### src/verilog/brtq_pkg.sv
// constants and types for the backward rm-cell turnaround queue
package brtq_pkg;

    localparam int DATA_W  = 32;
    localparam int ENTRY_W = DATA_W + 1;
    localparam int DEPTH   = 8;
    localparam int CNT_W   = 4;
    localparam int PTR_W   = 3;

    localparam logic [CNT_W-1:0] CNT_ZERO  = 4'h0;
    localparam logic [CNT_W-1:0] CNT_ONE   = 4'h1;
    localparam logic [CNT_W-1:0] DEPTH_CNT = 4'h8;
    localparam logic [PTR_W-1:0] PTR_ZERO  = 3'h0;
    localparam logic [PTR_W-1:0] PTR_ONE   = 3'h1;

    localparam logic [DATA_W-1:0]  DATA_RST  = 32'h0000_0000;
    localparam logic [ENTRY_W-1:0] ENTRY_RST = 33'h0_0000_0000;

    // queue organisation
    typedef enum logic [1:0] {
        MODE_NONE    = 2'b00,
        MODE_LATEST  = 2'b01,
        MODE_PERCELL = 2'b10
    } brtq_mode_type;

    // handling of an arrival at a full queue
    typedef enum logic [1:0] {
        POL_DROP    = 2'b00,
        POL_OLD_OOR = 2'b01,
        POL_NEW_OOR = 2'b10
    } brtq_policy_type;

endpackage : brtq_pkg

### src/verilog/brtq_turnaround.sv
// backward rm-cell turnaround queue with overflow policies
// What this block does
// clumped arrivals leave in successive in-rate slots
// latest mode uses counter plus one store
// latest mode sends newest received contents
// per-cell mode stores each queued entry
// drop policy: discard head, append new
// old policy: head out-of-rate, append new
// per-cell newest-oor sent in-rate flushes queue
// no out-of-rate cell before queue full
// latest overflow: new out-of-rate, kept queued
// non-queued: one pending set, latest, next slot
// newest policy overwrites then sends out-of-rate
// drop policy never sends out-of-rate
// congestion bit taken at transmission
// static configuration inputs, full at depth
// grant takes one pending, empty grant nothing
`timescale 1ns/1ps
module brtq_turnaround (
    input  wire logic                        clk_i,
    input  wire logic                        reset_i,
    input  wire brtq_pkg::brtq_mode_type     queue_mode_i,
    input  wire brtq_pkg::brtq_policy_type   policy_i,
    input  wire logic [brtq_pkg::CNT_W-1:0]  depth_i,
    input  wire logic                        fwd_valid_i,
    input  wire logic [brtq_pkg::DATA_W-1:0] fwd_data_i,
    input  wire logic                        slot_i,
    input  wire logic                        ci_i,
    output logic                             ir_valid_o,
    output logic      [brtq_pkg::DATA_W-1:0] ir_data_o,
    output logic                             ir_ci_o,
    output logic                             oor_valid_o,
    output logic      [brtq_pkg::DATA_W-1:0] oor_data_o,
    output logic                             oor_ci_o,
    output logic      [brtq_pkg::CNT_W-1:0]  count_o,
    output logic                             full_o
);
    import brtq_pkg::*;

    // non-queued operation is a queue of one
    function automatic logic [CNT_W-1:0] eff_depth(
        input brtq_mode_type    mode,
        input logic [CNT_W-1:0] depth
    );
        logic [CNT_W-1:0] d;
        d = depth;
        if (mode == MODE_NONE || depth == CNT_ZERO) begin
            d = CNT_ONE;
        end else if (depth > DEPTH_CNT) begin
            d = DEPTH_CNT;
        end
        return d;
    endfunction : eff_depth

    logic [CNT_W-1:0]   count_r;
    logic [CNT_W-1:0]   count_nxt;
    logic [DATA_W-1:0]  latest_r;
    logic [DATA_W-1:0]  latest_nxt;
    logic               ir_valid_r;
    logic               ir_valid_nxt;
    logic [DATA_W-1:0]  ir_data_r;
    logic [DATA_W-1:0]  ir_data_nxt;
    logic               ir_ci_r;
    logic               ir_ci_nxt;
    logic               oor_valid_r;
    logic               oor_valid_nxt;
    logic [DATA_W-1:0]  oor_data_r;
    logic [DATA_W-1:0]  oor_data_nxt;
    logic               oor_ci_r;
    logic               oor_ci_nxt;

    logic [CNT_W-1:0]   depth_eff;
    logic               full;
    logic               percell;
    logic               take;
    logic               ovf;
    logic               push;
    logic               pop;
    logic               flush;
    logic               wmark;
    logic               inc;
    logic               dec;
    logic [ENTRY_W-1:0] head_q;
    logic [DATA_W-1:0]  head_data;
    logic               head_mark;

    assign depth_eff = eff_depth(queue_mode_i, depth_i);
    assign full      = count_r >= depth_eff;
    assign percell   = queue_mode_i == MODE_PERCELL;
    assign take      = slot_i && count_r != CNT_ZERO;
    // a grant in the same cycle frees room, so no overflow then
    assign ovf       = fwd_valid_i && full && !take;
    assign head_data = head_q[DATA_W-1:0];
    assign head_mark = head_q[ENTRY_W-1];

    always_comb begin
        latest_nxt    = latest_r;
        ir_valid_nxt  = 1'b0;
        ir_data_nxt   = ir_data_r;
        ir_ci_nxt     = ir_ci_r;
        oor_valid_nxt = 1'b0;
        oor_data_nxt  = oor_data_r;
        oor_ci_nxt    = oor_ci_r;
        push          = 1'b0;
        pop           = 1'b0;
        flush         = 1'b0;
        wmark         = 1'b0;
        inc           = 1'b0;
        dec           = 1'b0;
        if (fwd_valid_i) begin
            latest_nxt = fwd_data_i;
            push       = percell;
        end
        if (take) begin
            ir_valid_nxt = 1'b1;
            ir_data_nxt  = percell ? head_data : latest_r;
            ir_ci_nxt    = ci_i;
            dec          = 1'b1;
            pop          = percell;
            flush        = percell && head_mark;
        end
        if (fwd_valid_i && !ovf) begin
            inc = 1'b1;
        end
        if (ovf) begin
            pop = percell;
            case (policy_i)
                POL_DROP: begin
                    oor_valid_nxt = 1'b0;
                end
                POL_OLD_OOR: begin
                    oor_valid_nxt = 1'b1;
                    oor_data_nxt  = percell ? head_data : latest_r;
                    oor_ci_nxt    = ci_i;
                end
                POL_NEW_OOR: begin
                    oor_valid_nxt = 1'b1;
                    oor_data_nxt  = fwd_data_i;
                    oor_ci_nxt    = ci_i;
                    wmark         = percell;
                end
                default: begin
                    oor_valid_nxt = 1'b0;
                end
            endcase
        end
    end

    always_comb begin
        count_nxt = count_r;
        if (flush) begin
            count_nxt = fwd_valid_i ? CNT_ONE : CNT_ZERO;
        end else if (inc && !dec) begin
            count_nxt = count_r + CNT_ONE;
        end else if (dec && !inc) begin
            count_nxt = count_r - CNT_ONE;
        end
    end

    always_ff @(posedge clk_i or posedge reset_i) begin
        if (reset_i) begin
            count_r     <= CNT_ZERO;
            latest_r    <= DATA_RST;
            ir_valid_r  <= 1'b0;
            ir_data_r   <= DATA_RST;
            ir_ci_r     <= 1'b0;
            oor_valid_r <= 1'b0;
            oor_data_r  <= DATA_RST;
            oor_ci_r    <= 1'b0;
        end else begin
            count_r     <= count_nxt;
            latest_r    <= latest_nxt;
            ir_valid_r  <= ir_valid_nxt;
            ir_data_r   <= ir_data_nxt;
            ir_ci_r     <= ir_ci_nxt;
            oor_valid_r <= oor_valid_nxt;
            oor_data_r  <= oor_data_nxt;
            oor_ci_r    <= oor_ci_nxt;
        end
    end

    brtq_store brtq_store_i (
        .clk_i   (clk_i),
        .reset_i (reset_i),
        .push_i  (push),
        .pop_i   (pop),
        .flush_i (flush),
        .wdata_i ({wmark, fwd_data_i}),
        .head_o  (head_q)
    );

    assign ir_valid_o  = ir_valid_r;
    assign ir_data_o   = ir_data_r;
    assign ir_ci_o     = ir_ci_r;
    assign oor_valid_o = oor_valid_r;
    assign oor_data_o  = oor_data_r;
    assign oor_ci_o    = oor_ci_r;
    assign count_o     = count_r;
    assign full_o      = full;
endmodule : brtq_turnaround

### src/verilog/brtq_store.sv
// circular storage of per-cell queue entries
`timescale 1ns/1ps
module brtq_store (
    input  wire logic                         clk_i,
    input  wire logic                         reset_i,
    input  wire logic                         push_i,
    input  wire logic                         pop_i,
    input  wire logic                         flush_i,
    input  wire logic [brtq_pkg::ENTRY_W-1:0] wdata_i,
    output logic      [brtq_pkg::ENTRY_W-1:0] head_o
);
    import brtq_pkg::*;

    logic [ENTRY_W-1:0] mem_r   [DEPTH];
    logic [ENTRY_W-1:0] mem_nxt [DEPTH];
    logic [PTR_W-1:0]   head_r;
    logic [PTR_W-1:0]   head_nxt;
    logic [PTR_W-1:0]   tail_r;
    logic [PTR_W-1:0]   tail_nxt;

    always_comb begin
        mem_nxt  = mem_r;
        tail_nxt = tail_r;
        head_nxt = head_r;
        if (push_i) begin
            mem_nxt[tail_r] = wdata_i;
            tail_nxt        = tail_r + PTR_ONE;
        end
        // flush keeps only an entry written in the same cycle
        if (flush_i) begin
            head_nxt = tail_r;
        end else if (pop_i) begin
            head_nxt = head_r + PTR_ONE;
        end
    end

    always_ff @(posedge clk_i or posedge reset_i) begin
        if (reset_i) begin
            head_r <= PTR_ZERO;
            tail_r <= PTR_ZERO;
        end else begin
            head_r <= head_nxt;
            tail_r <= tail_nxt;
        end
    end

    always_ff @(posedge clk_i) begin
        mem_r <= mem_nxt;
    end

    assign head_o = mem_r[head_r];

endmodule : brtq_store

### config.mk
export PLATFORM = sky130hd
export DESIGN_NAME = brtq_turnaround
export DESIGN_NICKNAME = d
export VERILOG_FILES = /design/src/verilog/brtq_pkg.sv /design/src/verilog/brtq_turnaround.sv /design/src/verilog/brtq_store.sv
export SDC_FILE = /design/constraint.sdc
export NUM_CORES = 1
export LEC_CHECK = 0
export ABC_AREA = 1
export BUFFER_PORTS_ARGS = -buffer_cell sky130_fd_sc_hd__buf_4
export CAP_MARGIN = 20
export CORE_ASPECT_RATIO = 0.8
export CORE_MARGIN = 5
export CORE_UTILIZATION = 55
export DETAILED_ROUTE_END_ITERATION = 12
export GPL_TIMING_DRIVEN = 1
export HOLD_SLACK_MARGIN = 0.05
export PLACE_DENSITY = 0.84
export SYNTH_ARGS = -nofsm -noshare
export SYNTH_HDL_FRONTEND = slang
export SYNTH_HIERARCHICAL = 1
export SYNTH_SLANG_ARGS = --single-unit
### constraint.sdc
create_clock -name clk_i -period 3.3 [get_ports clk_i]
set_clock_uncertainty 0.15 [all_clocks]
set_input_delay 0.165 -clock clk_i [delete_from_list [all_inputs] [get_ports clk_i]]
set_output_delay 0.165 -clock clk_i [all_outputs]
set_load 0.02 [all_outputs]
==> impl_metrics.csv <==
group,metric,value,unit
global_route,antenna_found_initial,1,
timing,setup_viol,0,
synth,synth.net_count,1831,
power_and_ir_drop,power,0.0158,W
cells_and_area,drive_gt1_share,12.4,%
timing,fin_setup_tns,0,ns
run_status,status,"completed",
min_path,hold_path_class,"input pin to register",
worst_setup_path,rrSetupSlack,0.49,ns
floorplanning,dieArea,34300,µm²
timing,period_share,90.9,%
worst_setup_path,critical_path_class,"input pin to register",
floorplanning,chipWidth,206,µm
min_path,hp-start,"queue_mode_i[1]",
synth,synth_cell_types,32,
synth,synth-edff-count,264,
clock_network,insertion_delay,0.52,ns
worst_setup_path,r2r_end,"brtq_store_i/head_r[0]",
placement,io_buffers,117,
worst_setup_path,reg2reg_depth,11,
synth,async_flop_share,29.4,%
clock_network,clockBufferDepth,3,
clock_network,cts_inserted_buffers,38,
synth,synth_area,16800,µm²
synth,synth_top_area_share,47.0,%
detailed_routing,wl_per_cell,18.0,µm
flow_run,drv_cap,0,
worst_setup_path,cp.required,3.55,ns
power_and_ir_drop,clkPwrFrac,26.7,%
detailed_routing,drc_errors,0,
detailed_routing,drt_iter0_markers,1371,
floorplanning,fp-row-count,57,
synth,synth_top_family_by_area,"simple AND/OR/NAND/NOR gates",
cells_and_area,layout.nets,1968,
detailed_routing,wirelength,42300,µm
floorplanning,start_util,55.6,%
worst_setup_path,cp_common_cell,"nand2_1",
synth,syn_avg_cell_area,9.49,µm²
worst_setup_path,cp_max_fo,4,
worst_setup_path,crit-reg2reg-launch,"brtq_store_i/head_r[0]",
worst_setup_path,critPathSlowestCell,"dlygate4sd3_1",
synth,yosys.area_share.xor_xnor,0.208,%
power_and_ir_drop,p_sw_share,37.0,%
cells_and_area,syn2layout_area_growth,16.9,%
global_route,grt_pass1_vias,12800,
clock_network,cts.sinks,374,
synth,synth_seq_cells,374,
clock_network,cts.clk_slew.worst_paths,0.06,ns
synth,yosysMostFrequentCell,"nand2_1",
worst_setup_path,critPathMaxStageDelay,0.53,ns
timing,worstMarginPinSlew,0.928,ns
global_route,track_usage,24.7,%
worst_setup_path,path_cells,"dlygate4sd3_1 > buf_4 > nor2_1 > inv_1 > nand2_1 > ha_1 > a21oi_1 > nand3_2 > nor2_2 > inv_1 > ha_1 > a21oi_1 > nand2_1 > nand2_1 > nand2_1 > inv_1 > nand2_1 > nand2_1 > inv_1 > nand2_1 > nand2_1",
power_and_ir_drop,pwr_density_cell,799,nW/µm²
clock_network,cts-root-buf,"clkbuf_16",
synth,synthAdderAreaFrac,0.787,%
power_and_ir_drop,p_seq_share,38.8,%
clock_network,h-tree-depth,2,
timing,slew_viol_final,0,
synth,synth_compound_area_share,4.43,%
worst_setup_path,crit_cells,21,
power_and_ir_drop,combinationalPowerShare,34.5,%
placement,hpwlAfterDp,24300,µm
min_path,holdPathEnd,"ir_data_o[24]",
synth,syn_inst,1776,
timing,grt_setup_unrepaired,"false",
synth,yosys.area_share.simple,20.9,%
worst_setup_path,start_kind,"input pin",
clock_network,cts_tree,"built",
synth,yosys.area.top_type,"edfxtp_1",
placement,gp_congestion,0.823,
timing,min_period,3.00,ns
global_route,grt_pass1_wl,67400,µm
detailed_routing,vias,12700,
detailed_routing,drt-vias-per-instance,5.40,
synth,ys_top_cells_by_area,"edfxtp_1 47%, dfrtp_1 16%, nand2_1 13%",
synth,yosysWarnings,6,
floorplanning,core_region_area,30300,µm²
timing,relSlewSlack,38.1,%
power_and_ir_drop,p_int,0.00993,W
min_path,hold_path_depth,4,
synth,yosysSeqAreaShare,63.4,%
worst_setup_path,worst_ep_arrival_time,3.25,ns
synth,synthMuxAreaShare,0,%
worst_setup_path,critical_path_buf_inv_count,6,
worst_setup_path,crit_path_end_kind,"register",
detailed_routing,postRouteAntennaNets,0,
global_route,overflow,0,
power_and_ir_drop,leakage,9.32,nW
timing,finalHoldWorstSlack,0.158,ns
synth,synth_ff_type,"edfxtp_1",
synth,synth_top_cells_by_count,"603 x nand2_1, 322 x inv_1, 264 x edfxtp_1",
floorplanning,fp.dieH,167,µm
power_and_ir_drop,p_switching,0.00582,W
timing,fmaxAchievable,334,MHz
global_route,grt_start_max_net_pins,107,
floorplanning,pin_count,118,
timing,finalHoldViolCount,0,
detailed_routing,first_pass_iters,6,
worst_setup_path,cp_top_family,"simple AND/OR/NAND/NOR gates",
power_and_ir_drop,ir_drop,0.000519,V
==> registers in the layout (all words and copies together) (netlist names) <==
register             cells
brtq_store_i/mem_r     264
ir_data_o               32
latest_r                32
oor_data_o              32
count_o                  4
brtq_store_i/head_r      3
brtq_store_i/tail_r      3
ir_ci_o                  1
ir_valid_o               1
oor_ci_o                 1
oor_valid_o              1
==> tightest hold or removal path, delay by kind of cell <==
| family | cells | cell delay [ns] |
|---|---|---|
| and+or+nand+nor | 1 | 0.16 |
| buffers and inverters | 2 | 0.36 |
| AOI/OAI and AO/OA | 1 | 0.08 |
==> power groups by stage <==
stage / logic [W] / clock network (W) / registers (W)
CTS: 0.00540 / 0.00422 / 0.00610
global placement: 0.00511 / 0 / 0.00616
global route: 0.00596 / 0.00445 / 0.00617
floorplan: 0.00320 / 0 / 0.00653
detailed placement: 0.00528 / 0 / 0.00618
finish: 0.00544 / 0.00420 / 0.00611
==> metal layers <==
metal,global-route usage [%],wire (µm),up-vias
met3,3.91,3790,107
li1,-,-,5894
met5,0,0,-
met2,40.8,20600,682
met1,33.9,16700,6051
met4,7.95,1230,0
==> area by class of cell <==
class	count	area, µm²
Timing Repair Buffer	184	1560
Clock buffer	57	1080
Fill cell	2171	10600
Sequential cell	374	10700
Clock inverter	12	120
Multi-Input combinational cell	988	4490
Tap cell	413	517
Antenna cell	2	5.00
Inverter	327	1230
==> cells by family after synthesis <==
kind of cell | Yosys count
simple gates | 855
fa+ha+maj | 10
xor+xnor | 4
flops | 374
compound gates | 119
buf+inv | 414
==> worst max-delay path by stage <==
stage	start	end	slack, ns
5_1_grt	queue_mode_i[0]	count_o[3]	0.13
3_3_place_gp	queue_mode_i[0]	count_o[3]	0.58
6_report	queue_mode_i[0]	count_o[3]	0.30
3_5_place_dp	queue_mode_i[0]	count_o[3]	0.36
2_1_floorplan	reset_i	count_o[0]	0.25
4_1_cts	queue_mode_i[0]	count_o[3]	0.34
==> cells in the final DEF (no fill, tap or decap), types with 3 or more instances in the layout <==
| cell | instances |
|---|---|
| nand2_1 | 603 |
| inv_1 | 319 |
| edfxtp_1 | 264 |
| nand3_1 | 189 |
| buf_4 | 139 |
| dfrtp_1 | 108 |
| clkbuf_16 | 39 |
| o21ai_0 | 38 |
| nor2_1 | 38 |
| dlygate4sd3_1 | 38 |
| o211ai_1 | 25 |
| a31oi_1 | 24 |
| clkbuf_1 | 14 |
| a21oi_1 | 12 |
| o21ai_2 | 9 |
| ha_1 | 9 |
| a21boi_0 | 8 |
| nor2_4 | 8 |
| buf_12 | 7 |
| clkinv_2 | 7 |
| nand2_2 | 5 |
| inv_2 | 4 |
| nor2_2 | 4 |
| clkbuf_8 | 4 |
| nand2_4 | 3 |
| inv_4 | 3 |
==> timing repair <==
action	CTS	global route
setup buffers	0	0
hold buffers	38	0
resized for setup	0	0
setup endpoints to repair	0	0
endpoints found under the hold margin	406	0
==> per-stage QoR <==
stage	util [%]	instance area [µm²]	setup slack, ns	instances
2_1_floorplan	-	16800	0.253	1776
3_3_place_gp	59.8	18100	0.575	2248
3_5_place_dp	59.8	18100	0.359	2248
4_1_cts	65.0	19700	0.337	2355
5_1_grt	65.0	19700	0.133	2356
6_report	65.0	19700	0.302	2357
No activity file was read; power rests on OpenSTA's default activity.
